**src/verilog/ascc_map.svh**
```systemverilog
// Register map, field positions and timing constants of the converter sequencer
//
// Functional notes
// - Selector bits 7:4 pick trigger; 1111/1011/1001 mapped
// - Code 1000: multi capture unit one triggers
// - Code 0010: timer three period match triggers
// - Code 0111: timer one match, not in sleep
// - Code 0001: external interrupt pin edge triggers
// - Code 0000: sample command falling starts conversion
// - Bit 3 selects twelve or ten bit
// - Auto sample restarts sampling after each conversion
// - Without auto sample, wait for command set
// - Bit 1 reads one while sampling
// - Manual mode: writing one starts sampling
// - Code 0000: writing zero launches conversion
// - Bit 0 set once conversion finished; an auto restart clears it in the same cycle
// - Clearing done never aborts running work
// - Auto modes clear done at next sample
// - Disabled: sample command held low, writes ignored
`ifndef ASCC_MAP_SVH
`define ASCC_MAP_SVH
`define ASCC_ADDR_W 5
`define ASCC_OFF_CTRL 5'h00
`define ASCC_OFF_RESULT 5'h04
`define ASCC_OFF_IRQ_STAT 5'h08
`define ASCC_OFF_IRQ_CLR 5'h0c
`define ASCC_OFF_IRQ_EN 5'h10
`define ASCC_BIT_ON 15
`define ASCC_BIT_RESOLUTION_SEL 3
`define ASCC_BIT_AUTO 2
`define ASCC_BIT_SAMPLE 1
`define ASCC_BIT_DONE 0
`define ASCC_SEL_HI 7
`define ASCC_SEL_LO 4
`define ASCC_CTRL_RESET 32'h00000000
`define ASCC_CLK_MHZ 125
`define ASCC_CONV_NS_10 1000
`define ASCC_CONV_NS_12 1200
`define ASCC_CONV_CYC_10 ((`ASCC_CONV_NS_10 * `ASCC_CLK_MHZ + 999) / 1000)
`define ASCC_CONV_CYC_12 ((`ASCC_CONV_NS_12 * `ASCC_CLK_MHZ + 999) / 1000)
`define ASCC_CNT_W 8
`define ASCC_IRQ_DONE 0
`define ASCC_IRQ_START 1
`define ASCC_IRQ_W 2
`endif

```
**src/verilog/ascc_pkg.sv**
```systemverilog
// Types shared by the converter sequencer files
package ascc_pkg;
  typedef enum logic [3:0] {
    SRC_MANUAL = 4'h0,
    SRC_EXT_EXT_INTERRUPT_PIN_ZERO = 4'h1,
    SRC_TIMER3 = 4'h2,
    SRC_TIMER1 = 4'h7,
    SRC_MCCP_ONE = 4'h8,
    SRC_MCCP_TWO = 4'h9,
    SRC_SCCP_FOUR = 4'hb,
    SRC_LOGIC_TWO = 4'hf
  } ascc_src_t;
  typedef enum {ST_IDLE, ST_SAMPLE, ST_CONVERT} ascc_state_t;
endpackage

```
**src/verilog/ascc_control.sv**
```systemverilog
// Sample and conversion sequencer with control register and interrupt
`timescale 1ns/1ns
`include "ascc_map.svh"
module ascc_control
  import ascc_pkg::*;
(
  input wire logic clock,
  input wire logic rst_n,
  input wire logic [`ASCC_ADDR_W-1:0] regAddr,
  input wire logic [31:0] regWdata,
  input wire logic regWrite,
  input wire logic regRead,
  output logic [31:0] regRdata,
  input wire logic sleepMode,
  input wire logic extInterruptPinZero,
  input wire logic timer3Match,
  input wire logic timer1Match,
  input wire logic multiCaptureUnitOne,
  input wire logic multiCaptureUnitTwo,
  input wire logic singleCaptureUnitFour,
  input wire logic logicCellTwo,
  input wire logic [11:0] analogSample,
  output logic sampling,
  output logic converting,
  output logic irq
);
  localparam logic [`ASCC_CNT_W-1:0] CONV10 = `ASCC_CNT_W'(`ASCC_CONV_CYC_10);
  localparam logic [`ASCC_CNT_W-1:0] CONV12 = `ASCC_CNT_W'(`ASCC_CONV_CYC_12);
  // Enable has its own word so a clear write never rewrites the enables
  localparam logic [`ASCC_ADDR_W-1:0] OFF_EN = `ASCC_OFF_IRQ_EN;

  typedef struct packed {
    ascc_state_t state;
    logic enable;
    logic [3:0] sel;
    logic resolution_sel;
    logic autoSample;
    logic done;
    logic [`ASCC_CNT_W-1:0] count;
    logic [`ASCC_IRQ_W-1:0] irqStat;
    logic [`ASCC_IRQ_W-1:0] irqEn;
    logic [31:0] rdata;
  } ascc_ctl_state_t;

  ascc_ctl_state_t s_q;
  ascc_ctl_state_t s_d;
  logic trigger;
  logic manualFall;
  logic convEnd;
  logic startSample;
  logic ctrlWrite;
  logic [11:0] result;
  logic [31:0] ctrlView;

  ////////////////////////////////////////////////////////////
  assign ctrlWrite = regWrite && regAddr == `ASCC_OFF_CTRL;
  // Software clearing the command while sampling in manual mode
  assign manualFall = ctrlWrite && s_q.enable && regWdata[`ASCC_BIT_ON]
    && s_q.state == ST_SAMPLE && !regWdata[`ASCC_BIT_SAMPLE];
  assign convEnd = s_q.state == ST_CONVERT && s_q.count == '0;

  ascc_trigger_mux u_mux (
    .clock(clock),
    .rst_n(rst_n),
    .triggerSourceSel(s_q.sel),
    .sleepMode(sleepMode),
    .manualFall(manualFall),
    .extInterruptPinZero(extInterruptPinZero),
    .timer3Match(timer3Match),
    .timer1Match(timer1Match),
    .multiCaptureUnitOne(multiCaptureUnitOne),
    .multiCaptureUnitTwo(multiCaptureUnitTwo),
    .singleCaptureUnitFour(singleCaptureUnitFour),
    .logicCellTwo(logicCellTwo),
    .trigger(trigger)
  );

  ascc_result_reg u_result (
    .clock(clock),
    .rst_n(rst_n),
    .load(convEnd),
    .sampleIn(analogSample),
    .resolution_sel(s_q.resolution_sel),
    .result(result)
  );

  assign ctrlView = {16'h0, s_q.enable, 7'h0, s_q.sel, s_q.resolution_sel, s_q.autoSample,
    s_q.state == ST_SAMPLE, s_q.done};

  ////////////////////////////////////////////////////////////
  always_comb begin
    s_d = s_q;
    startSample = 1'b0;
    if (ctrlWrite) begin
      s_d.enable = regWdata[`ASCC_BIT_ON];
      s_d.sel = regWdata[`ASCC_SEL_HI:`ASCC_SEL_LO];
      s_d.resolution_sel = regWdata[`ASCC_BIT_RESOLUTION_SEL];
      s_d.autoSample = regWdata[`ASCC_BIT_AUTO];
      // Done is clear-only from software; no effect on sequencing
      if (!regWdata[`ASCC_BIT_DONE]) begin
        s_d.done = 1'b0;
      end
    end
    case (s_q.state)
      ST_IDLE: begin
        if (ctrlWrite && s_q.enable && regWdata[`ASCC_BIT_ON] && !s_q.autoSample
            && regWdata[`ASCC_BIT_SAMPLE]) begin
          s_d.state = ST_SAMPLE;
          startSample = 1'b1;
        end else if (s_q.enable && s_q.autoSample) begin
          s_d.state = ST_SAMPLE;
          startSample = 1'b1;
        end
      end
      ST_SAMPLE: begin
        if (trigger) begin
          s_d.state = ST_CONVERT;
          s_d.count = s_q.resolution_sel ? CONV12 : CONV10;
        end
      end
      ST_CONVERT: begin
        if (convEnd) begin
          s_d.done = 1'b1;
          // Auto mode goes straight back to sampling
          if (s_q.autoSample && s_q.enable) begin
            s_d.state = ST_SAMPLE;
            startSample = 1'b1;
          end else begin
            s_d.state = ST_IDLE;
          end
        end else begin
          s_d.count = s_q.count - 1'b1;
        end
      end
      default: s_d.state = ST_IDLE;
    endcase
    if (startSample && s_q.autoSample) begin
      s_d.done = 1'b0;
    end
    // Turning off drops sampling; a running conversion still finishes
    if (!s_d.enable && s_d.state == ST_SAMPLE) begin
      s_d.state = ST_IDLE;
    end
    if (regWrite && regAddr == `ASCC_OFF_IRQ_CLR) begin
      s_d.irqStat = s_d.irqStat & ~regWdata[`ASCC_IRQ_W-1:0];
    end
    if (regWrite && regAddr == OFF_EN) begin
      s_d.irqEn = regWdata[`ASCC_IRQ_W-1:0];
    end
    // Set wins over a same-cycle clear
    if (convEnd) begin
      s_d.irqStat[`ASCC_IRQ_DONE] = 1'b1;
    end
    if (startSample) begin
      s_d.irqStat[`ASCC_IRQ_START] = 1'b1;
    end
    s_d.rdata = 32'h0;
    if (regRead) begin
      case (regAddr)
        `ASCC_OFF_CTRL: s_d.rdata = ctrlView;
        `ASCC_OFF_RESULT: s_d.rdata = {20'h0, result};
        `ASCC_OFF_IRQ_STAT: s_d.rdata = {30'h0, s_q.irqStat};
        OFF_EN: s_d.rdata = {30'h0, s_q.irqEn};
        default: s_d.rdata = 32'h0;
      endcase
    end
  end

  always_ff @(posedge clock or negedge rst_n) begin
    if (!rst_n) begin
      s_q <= '{state: ST_IDLE, default: '0};
    end else begin
      s_q <= s_d;
    end
  end

  assign regRdata = s_q.rdata;
  assign sampling = s_q.state == ST_SAMPLE;
  assign converting = s_q.state == ST_CONVERT;
  assign irq = |(s_q.irqStat & s_q.irqEn);
endmodule

```
**src/verilog/ascc_trigger_mux.sv**
```systemverilog
// Trigger source selection for the end of sampling
`timescale 1ns/1ns
`include "ascc_map.svh"
module ascc_trigger_mux
  import ascc_pkg::*;
(
  input wire logic clock,
  input wire logic rst_n,
  input wire logic [3:0] triggerSourceSel,
  input wire logic sleepMode,
  input wire logic manualFall,
  input wire logic extInterruptPinZero,
  input wire logic timer3Match,
  input wire logic timer1Match,
  input wire logic multiCaptureUnitOne,
  input wire logic multiCaptureUnitTwo,
  input wire logic singleCaptureUnitFour,
  input wire logic logicCellTwo,
  output logic trigger
);
  typedef struct packed {
    logic extPrev;
  } ascc_tm_state_t;
  ascc_tm_state_t s_q;
  ascc_tm_state_t s_d;
  logic extEdge;

  always_comb begin
    s_d = s_q;
    s_d.extPrev = extInterruptPinZero;
  end

  always_ff @(posedge clock or negedge rst_n) begin
    if (!rst_n) begin
      s_q <= '0;
    end else begin
      s_q <= s_d;
    end
  end

  // Rising transition counts as the active edge
  assign extEdge = extInterruptPinZero & ~s_q.extPrev;

  always_comb begin
    case (triggerSourceSel)
      SRC_MANUAL: trigger = manualFall;
      SRC_EXT_EXT_INTERRUPT_PIN_ZERO: trigger = extEdge;
      SRC_TIMER3: trigger = timer3Match;
      SRC_TIMER1: trigger = timer1Match & ~sleepMode;
      SRC_MCCP_ONE: trigger = multiCaptureUnitOne;
      SRC_MCCP_TWO: trigger = multiCaptureUnitTwo;
      SRC_SCCP_FOUR: trigger = singleCaptureUnitFour;
      SRC_LOGIC_TWO: trigger = logicCellTwo;
      default: trigger = 1'b0;
    endcase
  end
endmodule

```
**src/verilog/ascc_result_reg.sv**
```systemverilog
// Result holding register of the converter
`timescale 1ns/1ns
module ascc_result_reg (
  input wire logic clock,
  input wire logic rst_n,
  input wire logic load,
  input wire logic [11:0] sampleIn,
  input wire logic resolution_sel,
  output logic [11:0] result
);
  always_ff @(posedge clock or negedge rst_n) begin
    if (!rst_n) begin
      result <= 12'h000;
    end else if (load) begin
      // Ten bit mode keeps the top ten bits, right aligned
      result <= resolution_sel ? sampleIn : {2'h0, sampleIn[11:2]};
    end
  end
endmodule

```
**config.mk**
```make
export PLATFORM = sky130hd
export DESIGN_NAME = ascc_control
export DESIGN_NICKNAME = d
export VERILOG_FILES = /design/src/verilog/ascc_pkg.sv /design/src/verilog/ascc_control.sv /design/src/verilog/ascc_trigger_mux.sv /design/src/verilog/ascc_result_reg.sv
export VERILOG_INCLUDE_DIRS = /design/src /design/src/verilog
export SDC_FILE = /design/constraint.sdc
export NUM_CORES = 1
export LEC_CHECK = 0
export BUFFER_PORTS_ARGS = -buffer_cell sky130_fd_sc_hd__buf_2
export CAP_MARGIN = 20
export CELL_PAD_IN_SITES_DETAIL_PLACEMENT = 1
export CELL_PAD_IN_SITES_GLOBAL_PLACEMENT = 1
export CORE_ASPECT_RATIO = 0.6
export CORE_MARGIN = 1
export CORE_UTILIZATION = 36
export DETAILED_ROUTE_END_ITERATION = 12
export PLACE_DENSITY = 0.84
export RECOVER_POWER = 50
export SLEW_MARGIN = 30
export SYNTH_ARGS = -nofsm -noshare
export SYNTH_HDL_FRONTEND = slang
export SYNTH_SLANG_ARGS = --single-unit
export TNS_END_PERCENT = 30
```
**constraint.sdc**
```tcl
create_clock -name clock -period 1.87 [get_ports clock]
set_input_delay 0.0935 -clock clock [delete_from_list [all_inputs] [get_ports clock]]
set_output_delay 0.0935 -clock clock [all_outputs]
set_load 0.05 [all_outputs]
```
==> results of run 1 <==
## cell usage in the layout, fill, tap and decap left out, types with 3 or more instances in the layout
master and n:
clkbuf_16 11, buf_2 49, clkinv_2 3, buf_6 4
xor2_1 3, clkbuf_1 4, a21oi_1 6, and3_1 5
o21ai_0 11, inv_1 8, mux2_2 3, dfrtp_1 77
nor2_1 20, dlygate4sd3_1 8, nand2b_1 4, mux2i_1 17
conb_1 49, o21ai_1 6, or3_1 3, nor3_1 3
nand2_1 40, buf_4 25, o21ai_2 8, nor4_2 6
nand3_1 4, nor2b_1 3, nand4_1 3
## worst max-delay path, cell delays in order, from the launching register on
cell and delay (ns):
dfrtp_1 0.40, nor4_2 0.29, and4_1 0.26, and4b_1 0.22, or4b_4 0.53, buf_12 0.18
nand2_1 0.09, o21ai_2 0.06
## sequential cells by signal, indices dropped and copies added (netlist names)
name and flops:
regRdata 13, s_q 44, ctrlView 8, u_mux.s_q 1, u_result.result 12
## power by group through the flow
stage	registers, W	clock network [W]	logic (W)
6_report	0.00185	0.00148	0.000541
5_1_grt	0.00186	0.00159	0.000593
4_1_cts	0.00184	0.00152	0.000529
3_5_place_dp	0.00187	0	0.000512
3_3_place_gp	0.00186	0	0.000498
2_1_floorplan	0.00184	0	0.000351
## what timing repair did
item                                   4_1_cts  5_1_grt
pin swaps                                    1        7
setup endpoints to repair                   26       26
endpoints found under the hold margin       17        0
buffers inserted                             0        1
resized for setup                           14       20
gates cloned                                 0        2
hold buffers                                 8        0
## final cells by class
class | count | area, sq um | area share
clock buffer | 10 | 229 | 0.0507
clock inverter | 3 | 15.0 | 0.00333
inverter | 9 | 33.8 | 0.00748
multi-input combinational | 237 | 1470 | 0.325
sequential | 78 | 1950 | 0.433
tap | 130 | 163 | 0.0360
timing repair buffer | 93 | 654 | 0.145
## worst max path at each step
stage                          end  slack, ns  cells after the start
6_report       u_result.result[11]      -0.29                      7
2_1_floorplan   u_result.result[0]      -0.18                      9
4_1_cts         u_result.result[3]      -0.25                      7
3_5_place_dp    u_result.result[0]      -0.31                      7
5_1_grt        u_result.result[11]      -0.38                      7
3_3_place_gp    u_result.result[7]      -0.22                      7
## stage by stage
stage               TNS (ns)  power [W]   util
finish                 -4.48    0.00387  0.488
global route           -7.10    0.00404  0.488
CTS                    -3.92    0.00389  0.474
detailed placement     -4.60    0.00238  0.434
global placement       -3.20    0.00236  0.434
floorplan              -2.28    0.00219      -
## routing by layer
layer	part of all wire	routed length (um)	GRT usage
met4	0.013	121	0.0671
met2	0.50	4600	0.312
met3	0.051	470	0.0498
met1	0.44	4100	0.250
met5	0	0	0
## kinds of logic (layout without fill, tap and decap cells)
logic type               after synthesis  after routing
XOR/XNOR                               4              4
AO/OA/AOI/OAI                         49             49
buffers and inverters                 53            115
adder cells (fa/ha/maj)                1              1
AND/OR/NAND/NOR                      114            114
other                                  1             49
flip-flops                            78             78
multiplexers                          20             20
==> reports/metrics.yaml, run 1 <==
power:
  p_per_area_nw_per_um2: 857
  comb_power_share: 0.140
  p_switching_w: 0.00103
  leakage_nw: 2.19
  swShare: 0.267
  p_int_w: 0.00284
  seqPwrFrac: 0.477
  ir_drop_uv: 469
  pwr-share-clk: 0.383
cells_and_area:
  antenna_cells: 0
  syn_to_final_growth_pct: 30.2
  fillers: 1055
  fin_area_sq_um: 4520
  instances_no_fill: 560
  drive_above_1_share: 0.300
  fin_nets: 490
min_path:
  min_to: "u_result.result[11]"
  hold_path_depth: 3
  min_from: "analogSample[11]"
  hp-class: "primary input to flop"
synth:
  yosysTopAreaCellShare: 0.563
  ys_top_cells_by_area: "dfrtp_1 (56%), buf_4 (7.1%), mux2i_1 (4.9%)"
  avgSynthCellArea_sq_um: 10.8
  yosysMostFrequentCell: "dfrtp_1"
  synth-async-reset-ratio: 1.00
  synth_seq_cells: 78
  yosysSeqAreaShare: 0.563
  synth_cells: 320
  synth_edf_count: 0
  synth_compound_area_frac: 0.0978
  yosys_warnings: 0
  synth.cell_area_sq_um: 3470
  yosys.area_share.simple: 0.168
  yosys.area.top_type: "dfrtp_1"
  synth_top_family_by_area: "simple AND/OR/NAND/NOR gates"
  yosysUniqueCellTypes: 53
  synthFlopType: "dfrtp_1"
  yosys.area_share.adder: 0.00361
  synth_mux_area_frac: 0.0588
  synth_xor_area_frac: 0.0101
  netlist_top_cells_count: "dfrtp_1 (78), nand2_1 (44), buf_4 (33), nor2_1 (20), mux2i_1 (17)"
setup_path:
  worstPathArrival_ns: 2.37
  r2r-start: "s_q[72]"
  r2r_slack_ns: -0.29
  critPathKind: "flop to flop"
  startpoint: "s_q[72]"
  cp_max_fo: 7
  reg2regPathDepth: 7
  start_kind: "flop"
  r2r-end: "u_result.result[11]"
  required_ns: 2.08
  endpoint_kind: "flop"
detailed_routing:
  wl_um: 9290
  drtAntennaViolNets: 0
  drtPass1Iterations: 4
  vias: 2657
  via_per_inst: 4.74
  drc_errors: 0
  detailedRoute.firstIterationViolations: 166
  wire_per_inst_um: 16.6
placement:
  dp_hpwl_um: 6480
  place_area_sq_um: 4010
  pre_cts_ws_ns: -0.306
  portBuffers: 53
  gp_congestion: 0.836
  dp_cells: 536
timing:
  finalHoldViolations: 0
  rsz0062_at_grt: "yes"
  hold_slack_ns: 0.0399
  finalSetupViolations: 25
  slew_headroom: 0.440
  finalMaxSlewViolations: 0
  fin_skew_ns: 0.00452
  period_share: 1.15
  tightestPinTransition_ns: 0.840
  setup_slack_ns: -0.285
  fmax_mhz: 464
  period_minus_slack_ns: 2.16
global_route:
  grt_pass1_wl_um: 14200
  overflow: 0
  grt_max_degree: 69
  grt_usage: 0.192
  grt_pass1_vias: 2833
  grt_antenna_before_repair: 0
outcome:
  status: "complete, but fails checks"
  violations: "setup timing"
die:
  start_util: 0.375
  ios: 96
  die-width_um: 129
  die_area_sq_um: 10000
  core.rowCount: 27
  dieHeight_um: 78.0
  coreArea_sq_um: 9260
clocking:
  htree_num_levels: 3
  root_buffer: "clkbuf_16"
  cts_tree: "built"
  clk_pin_slew_ns: 0.05
  cts.path.max_buffers: 2
  cts_sinks: 78
  clkLatencyLatePin_ns: 0.33
  cts_inserted_buffers: 9
flow_run:
  maxCapViolCount: 0
(Power assumes the default switching activity.)
==> run 2: changes to the inputs <==
--- a/config.mk
+++ b/config.mk
@@ -16,6 +16,7 @@
 export DETAILED_ROUTE_END_ITERATION = 12
 export PLACE_DENSITY = 0.84
 export RECOVER_POWER = 50
+export SKIP_CTS_REPAIR_TIMING = 1
 export SLEW_MARGIN = 30
 export SYNTH_ARGS = -nofsm -noshare
 export SYNTH_HDL_FRONTEND = slang
==> reports/metrics.yaml, run 2 (synthesized netlist as in run 1, its figures left out) <==
setup_path:
  cp_max_fo: 13  # was 7
  cp_slowest_cell: "or4b_4"  # unchanged
  critPathKind: "flop to flop"  # unchanged
  endpoint_kind: "flop"  # unchanged
  start_kind: "flop"  # unchanged
  required_ns: 2.13  # was 2.08 ns
  critPathTopFamily: "simple AND/OR/NAND/NOR gates"  # unchanged
  cp.buffers_inverters: 1  # unchanged
  slowest_delay_ns: 0.53  # about the same
  crit_chain: "nor4_2, and4_4, and4b_1, or4b_4, clkbuf_16, o21ai_1"  # was nor4_2, and4_1, and4b_1, or4b_4, buf_12, nand2_1, o21ai_2
  worstPathArrival_ns: 2.40  # was 2.37 ns
cells_and_area:
  fillers: 1063  # was 1055
  syn_to_final_growth_pct: 30.6  # was 30.2%
  drive_above_1_share: 0.305  # was 0.300
  antenna_cells: 0  # unchanged
  top_register: "s_q"  # unchanged
  largest_reg_flops: 44  # unchanged
  mostFrequentLayoutCell: "dfrtp_1"  # unchanged
  fin_nets: 493  # was 490
  mostFrequentLayoutCells: "dfrtp_1 (77), buf_2 (50), conb_1 (49), nand2_1 (40), buf_4 (29)"  # was dfrtp_1 (77), conb_1 (49), buf_2 (49), nand2_1 (40), buf_4 (25)
power:
  power_w: 0.00389  # was 0.00387 W
  leakage_nw: 2.21  # was 2.19 nW
  p_per_area_nw_per_um2: 858  # was 857 nW/um^2
  ir_drop_uv: 538  # was 469 uV
detailed_routing:
  drtAntennaViolNets: 0  # unchanged
  drtPass1Iterations: 4  # unchanged
  via_per_inst: 4.80  # was 4.74
  wl_um: 9500  # was 9290 um
  vias: 2701  # was 2657
  detailedRoute.firstIterationViolations: 131  # was 166
  wire_per_inst_um: 16.9  # was 16.6 um
  drc_errors: 0  # unchanged
timing:
  tightestPinTransition_ns: 0.859  # was 0.840 ns
  fmax_mhz: 466  # was 464 MHz
  setup_slack_ns: -0.274  # was -0.285 ns
  finalHoldViolations: 0  # unchanged
  finalMaxSlewViolations: 0  # unchanged
  finalSetupViolations: 25  # unchanged
  setup-tns-final_ns: -4.54  # was -4.48 ns
  period_share: 1.15  # about the same
  rsz0062_at_grt: "yes"  # unchanged
  period_minus_slack_ns: 2.14  # was 2.16 ns
  fin_skew_ns: 0.00552  # was 0.00452 ns
  slew_headroom: 0.427  # was 0.440
die:
  start_util: 0.375  # unchanged
  ios: 96  # unchanged
  core.rowCount: 27  # unchanged
  die-width_um: 129  # unchanged
  die_area_sq_um: 10000  # unchanged
  dieHeight_um: 78.0  # unchanged
  coreArea_sq_um: 9260  # unchanged
clocking:
  clkLatencyLatePin_ns: 0.34  # was 0.33 ns
  root_buffer: "clkbuf_16"  # unchanged
  cts_tree: "built"  # unchanged
  htree_num_levels: 3  # unchanged
  cts.path.max_buffers: 2  # unchanged
  clk_pin_slew_ns: 0.06  # was 0.05 ns
  cts_sinks: 78  # unchanged
  cts_inserted_buffers: 9  # unchanged
global_route:
  grt_pass1_wl_um: 14000  # was 14200 um
  grt_pass1_vias: 2798  # was 2833
  grt_usage: 0.189  # was 0.192
  overflow: 0  # unchanged
  grt_antenna_before_repair: 0  # unchanged
  grt_max_degree: 69  # unchanged
outcome:
  violations: "setup timing"  # unchanged
  status: "complete, but fails checks"  # unchanged
placement:
  pre_cts_ws_ns: -0.306  # unchanged
  gp_congestion: 0.836  # unchanged
  dp_hpwl_um: 6480  # unchanged
  portBuffers: 53  # unchanged
flow_run:
  maxCapViolCount: 0  # unchanged
min_path:
  hp-class: "primary input to flop"  # unchanged
==> run 2: final cells by class <==
cell class	count	area [sq um]	share of cell area
Sequential cell	78	1950	0.431
Multi-Input combinational cell	237	1450	0.320
Timing Repair Buffer	96	682	0.151
Clock buffer	10	229	0.0506
Tap cell	130	163	0.0359
Inverter	9	36.3	0.00801
Clock inverter	3	15.0	0.00331
==> run 2: worst register-to-register path, cell delays in order (launching register included) <==
cell and delay, ns:
dfrtp_1 0.37, nor4_2 0.29, and4_4 0.28, and4b_1 0.22
or4b_4 0.53, clkbuf_16 0.21, o21ai_1 0.16
==> run 2: per-stage QoR <==
step,hold WS [ns],std cells,util,area [sq um]
global route,0.0429,563,0.489,4530
finish,0.0305,563,0.489,4530
CTS,-0.370,549,0.460,4260
global placement,-0.0181,536,0.434,4010
detailed placement,-0.0101,536,0.434,4010
floorplan,-0.202,368,-,3660
==> run 2: routing by layer <==
metal  global-route usage  vias up  routed length (um)
li1                     -     1240                   -
met1                0.249     1349                4200
met2                0.303       94                4570
met3               0.0504       18                 559
met4               0.0671        0                 175
met5                    0        -                   0
==> run 2: final timing paths <==
kind                                        to  slack (ns)          startpoint  cells after the start
hold / removal             u_result.result[11]        0.03    analogSample[11]                      3
hold reg to reg             u_result.result[5]        0.49  u_result.result[5]                      2
setup / recovery            u_result.result[3]       -0.27             s_q[63]                      6
setup reg to reg            u_result.result[3]       -0.27             s_q[63]                      6
min in group asynchronous            u_mux.s_q        0.30               rst_n                      2
max in group asynchronous              s_q[77]        0.29               rst_n                      3
==> run 2: report_power, final <==
group | internal (W) | switching [W]
registers | 0.00177 | 0.0000718
clock network | 0.000867 | 0.000630
logic | 0.000198 | 0.000348
==> run 3: changes to the inputs <==
--- a/config.mk
+++ b/config.mk
@@ -15,7 +15,6 @@
 export CORE_UTILIZATION = 36
 export DETAILED_ROUTE_END_ITERATION = 12
 export PLACE_DENSITY = 0.84
-export RECOVER_POWER = 50
 export SKIP_CTS_REPAIR_TIMING = 1
 export SLEW_MARGIN = 30
 export SYNTH_ARGS = -nofsm -noshare
==> reports/metrics.yaml, run 3 (synthesized netlist as in run 1, its figures left out) <==
min_path:
  hold_path_depth: 3  # unchanged
  min_to: "u_result.result[11]"  # unchanged
  hp-class: "primary input to flop"  # unchanged
  min_from: "analogSample[11]"  # unchanged
timing:
  fin_skew_ns: 0.00557  # was 0.00552 ns
  hold_slack_ns: 0.0313  # was 0.0305 ns
  finalHoldViolations: 0  # unchanged
  finalSetupViolations: 25  # unchanged
  slew_headroom: 0.612  # was 0.427
  rsz0062_at_grt: "yes"  # unchanged
  setup_slack_ns: -0.272  # was -0.274 ns
  tightestPinTransition_ns: 0.576  # was 0.859 ns
  period_share: 1.15  # about the same
  setup-tns-final_ns: -4.56  # was -4.54 ns
  fmax_mhz: 467  # was 466 MHz
  period_minus_slack_ns: 2.14  # about the same
  finalMaxSlewViolations: 0  # unchanged
die:
  die_area_sq_um: 10000  # unchanged
  start_util: 0.375  # unchanged
  ios: 96  # unchanged
  core.rowCount: 27  # unchanged
  dieHeight_um: 78.0  # unchanged
  coreArea_sq_um: 9260  # unchanged
  die-width_um: 129  # unchanged
clocking:
  cts_inserted_buffers: 9  # unchanged
  cts_sinks: 78  # unchanged
  clkLatencyLatePin_ns: 0.34  # about the same
  clk_pin_slew_ns: 0.05  # was 0.06 ns
  root_buffer: "clkbuf_16"  # unchanged
  htree_num_levels: 3  # unchanged
  cts_tree: "built"  # unchanged
  cts.path.max_buffers: 2  # unchanged
global_route:
  grt_antenna_before_repair: 0  # unchanged
  grt_pass1_wl_um: 14000  # unchanged
  overflow: 0  # unchanged
  grt_usage: 0.189  # unchanged
  grt_max_degree: 69  # unchanged
  grt_pass1_vias: 2798  # unchanged
placement:
  pre_cts_ws_ns: -0.306  # unchanged
  place_area_sq_um: 4010  # unchanged
  dp_hpwl_um: 6480  # unchanged
  gp_congestion: 0.836  # unchanged
  portBuffers: 53  # unchanged
detailed_routing:
  via_per_inst: 4.74  # was 4.80
  detailedRoute.firstIterationViolations: 139  # was 131
  wl_um: 9490  # was 9500 um
  drc_errors: 0  # unchanged
  wire_per_inst_um: 16.9  # about the same
  drtPass1Iterations: 4  # unchanged
  vias: 2666  # was 2701
  drtAntennaViolNets: 0  # unchanged
setup_path:
  slowest_delay_ns: 0.53  # about the same
  reg2regPathDepth: 6  # unchanged
  r2r-end: "u_result.result[3]"  # unchanged
  cp.buffers_inverters: 1  # unchanged
  critPathTopFamily: "simple AND/OR/NAND/NOR gates"  # unchanged
  crit_cells: 6  # unchanged
  cp_slowest_cell: "or4b_4"  # unchanged
  r2r-start: "s_q[63]"  # unchanged
  crit_chain: "nor4_2, and4_4, and4b_1, or4b_4, clkbuf_16, o21ai_1"  # unchanged
  cp_max_fo: 13  # unchanged
  endpoint_kind: "flop"  # unchanged
  worstPathArrival_ns: 2.40  # about the same
  critPathKind: "flop to flop"  # unchanged
  start_kind: "flop"  # unchanged
  r2r_slack_ns: -0.27  # about the same
  required_ns: 2.13  # about the same
power:
  leakage_nw: 2.21  # about the same
  ir_drop_uv: 537  # was 538 uV
  p_per_area_nw_per_um2: 856  # was 858 nW/um^2
flow_run:
  maxCapViolCount: 0  # unchanged
cells_and_area:
  drive_above_1_share: 0.307  # was 0.305
  syn_to_final_growth_pct: 31.0  # was 30.6%
  fin_area_sq_um: 4540  # was 4530 sq um
  fin_util: 0.491  # was 0.489
  fillers: 1061  # was 1063
  largest_reg_flops: 44  # unchanged
  mostFrequentLayoutCell: "dfrtp_1"  # unchanged
  top_register: "s_q"  # unchanged
  antenna_cells: 0  # unchanged
  mostFrequentLayoutCells: "dfrtp_1 (77), buf_2 (51), conb_1 (49), nand2_1 (40), buf_4 (28)"  # was dfrtp_1 (77), buf_2 (50), conb_1 (49), nand2_1 (40), buf_4 (29)
  fin_nets: 493  # unchanged
outcome:
  status: "complete, but fails checks"  # unchanged
  violations: "setup timing"  # unchanged
==> run 3: worst max path at each step <==
stage | startpoint | to
after detailed placement | s_q[63] | u_result.result[0]
after CTS | s_q[79] | sampling
after global placement | s_q[63] | u_result.result[7]
final | s_q[63] | u_result.result[3]
after global routing | s_q[66] | u_result.result[3]
after floorplan | s_q[69] | u_result.result[0]
==> run 3: tightest hold or removal path, cell delays in order <==
cell	delay [ns]
buf_2	0.10
nand2_1	0.07
o21ai_2	0.05
==> run 3: stage by stage <==
stage | total power (W) | instances
after floorplan | 0.00219 | 368
after global placement | 0.00236 | 536
after detailed placement | 0.00238 | 536
after CTS | 0.00387 | 549
after global routing | 0.00404 | 563
final | 0.00389 | 563
==> run 3: area by class of cell <==
| type | count | area [sq um] | area share |
|---|---|---|---|
| clock buffers | 10 | 229 | 0.0504 |
| clock inverters | 3 | 15.0 | 0.00330 |
| well taps | 130 | 163 | 0.0358 |
| flip-flops and latches | 78 | 1950 | 0.430 |
| inverters | 9 | 36.3 | 0.00799 |
| multi-input cells | 237 | 1450 | 0.319 |
| repair buffers | 96 | 696 | 0.153 |
==> run 3: per-layer routing <==
| metal | GRT usage | vias up | routed length [um] |
|---|---|---|---|
| met1 | 0.249 | 1324 | 4240 |
| li1 | - | 1241 | - |
| met5 | 0 | - | 0 |
| met4 | 0.0671 | 0 | 175 |
| met2 | 0.303 | 83 | 4550 |
| met3 | 0.0504 | 18 | 520 |
==> run 3: power breakdown <==
group	switching, W	leakage, nW	internal [W]	total, W
Clock	0.000627	0.124	0.000867	0.00149
Combinational	0.000348	1.18	0.000202	0.000549
Sequential	0.0000719	0.909	0.00177	0.00184
Total	0.00105	2.21	0.00284	0.00389
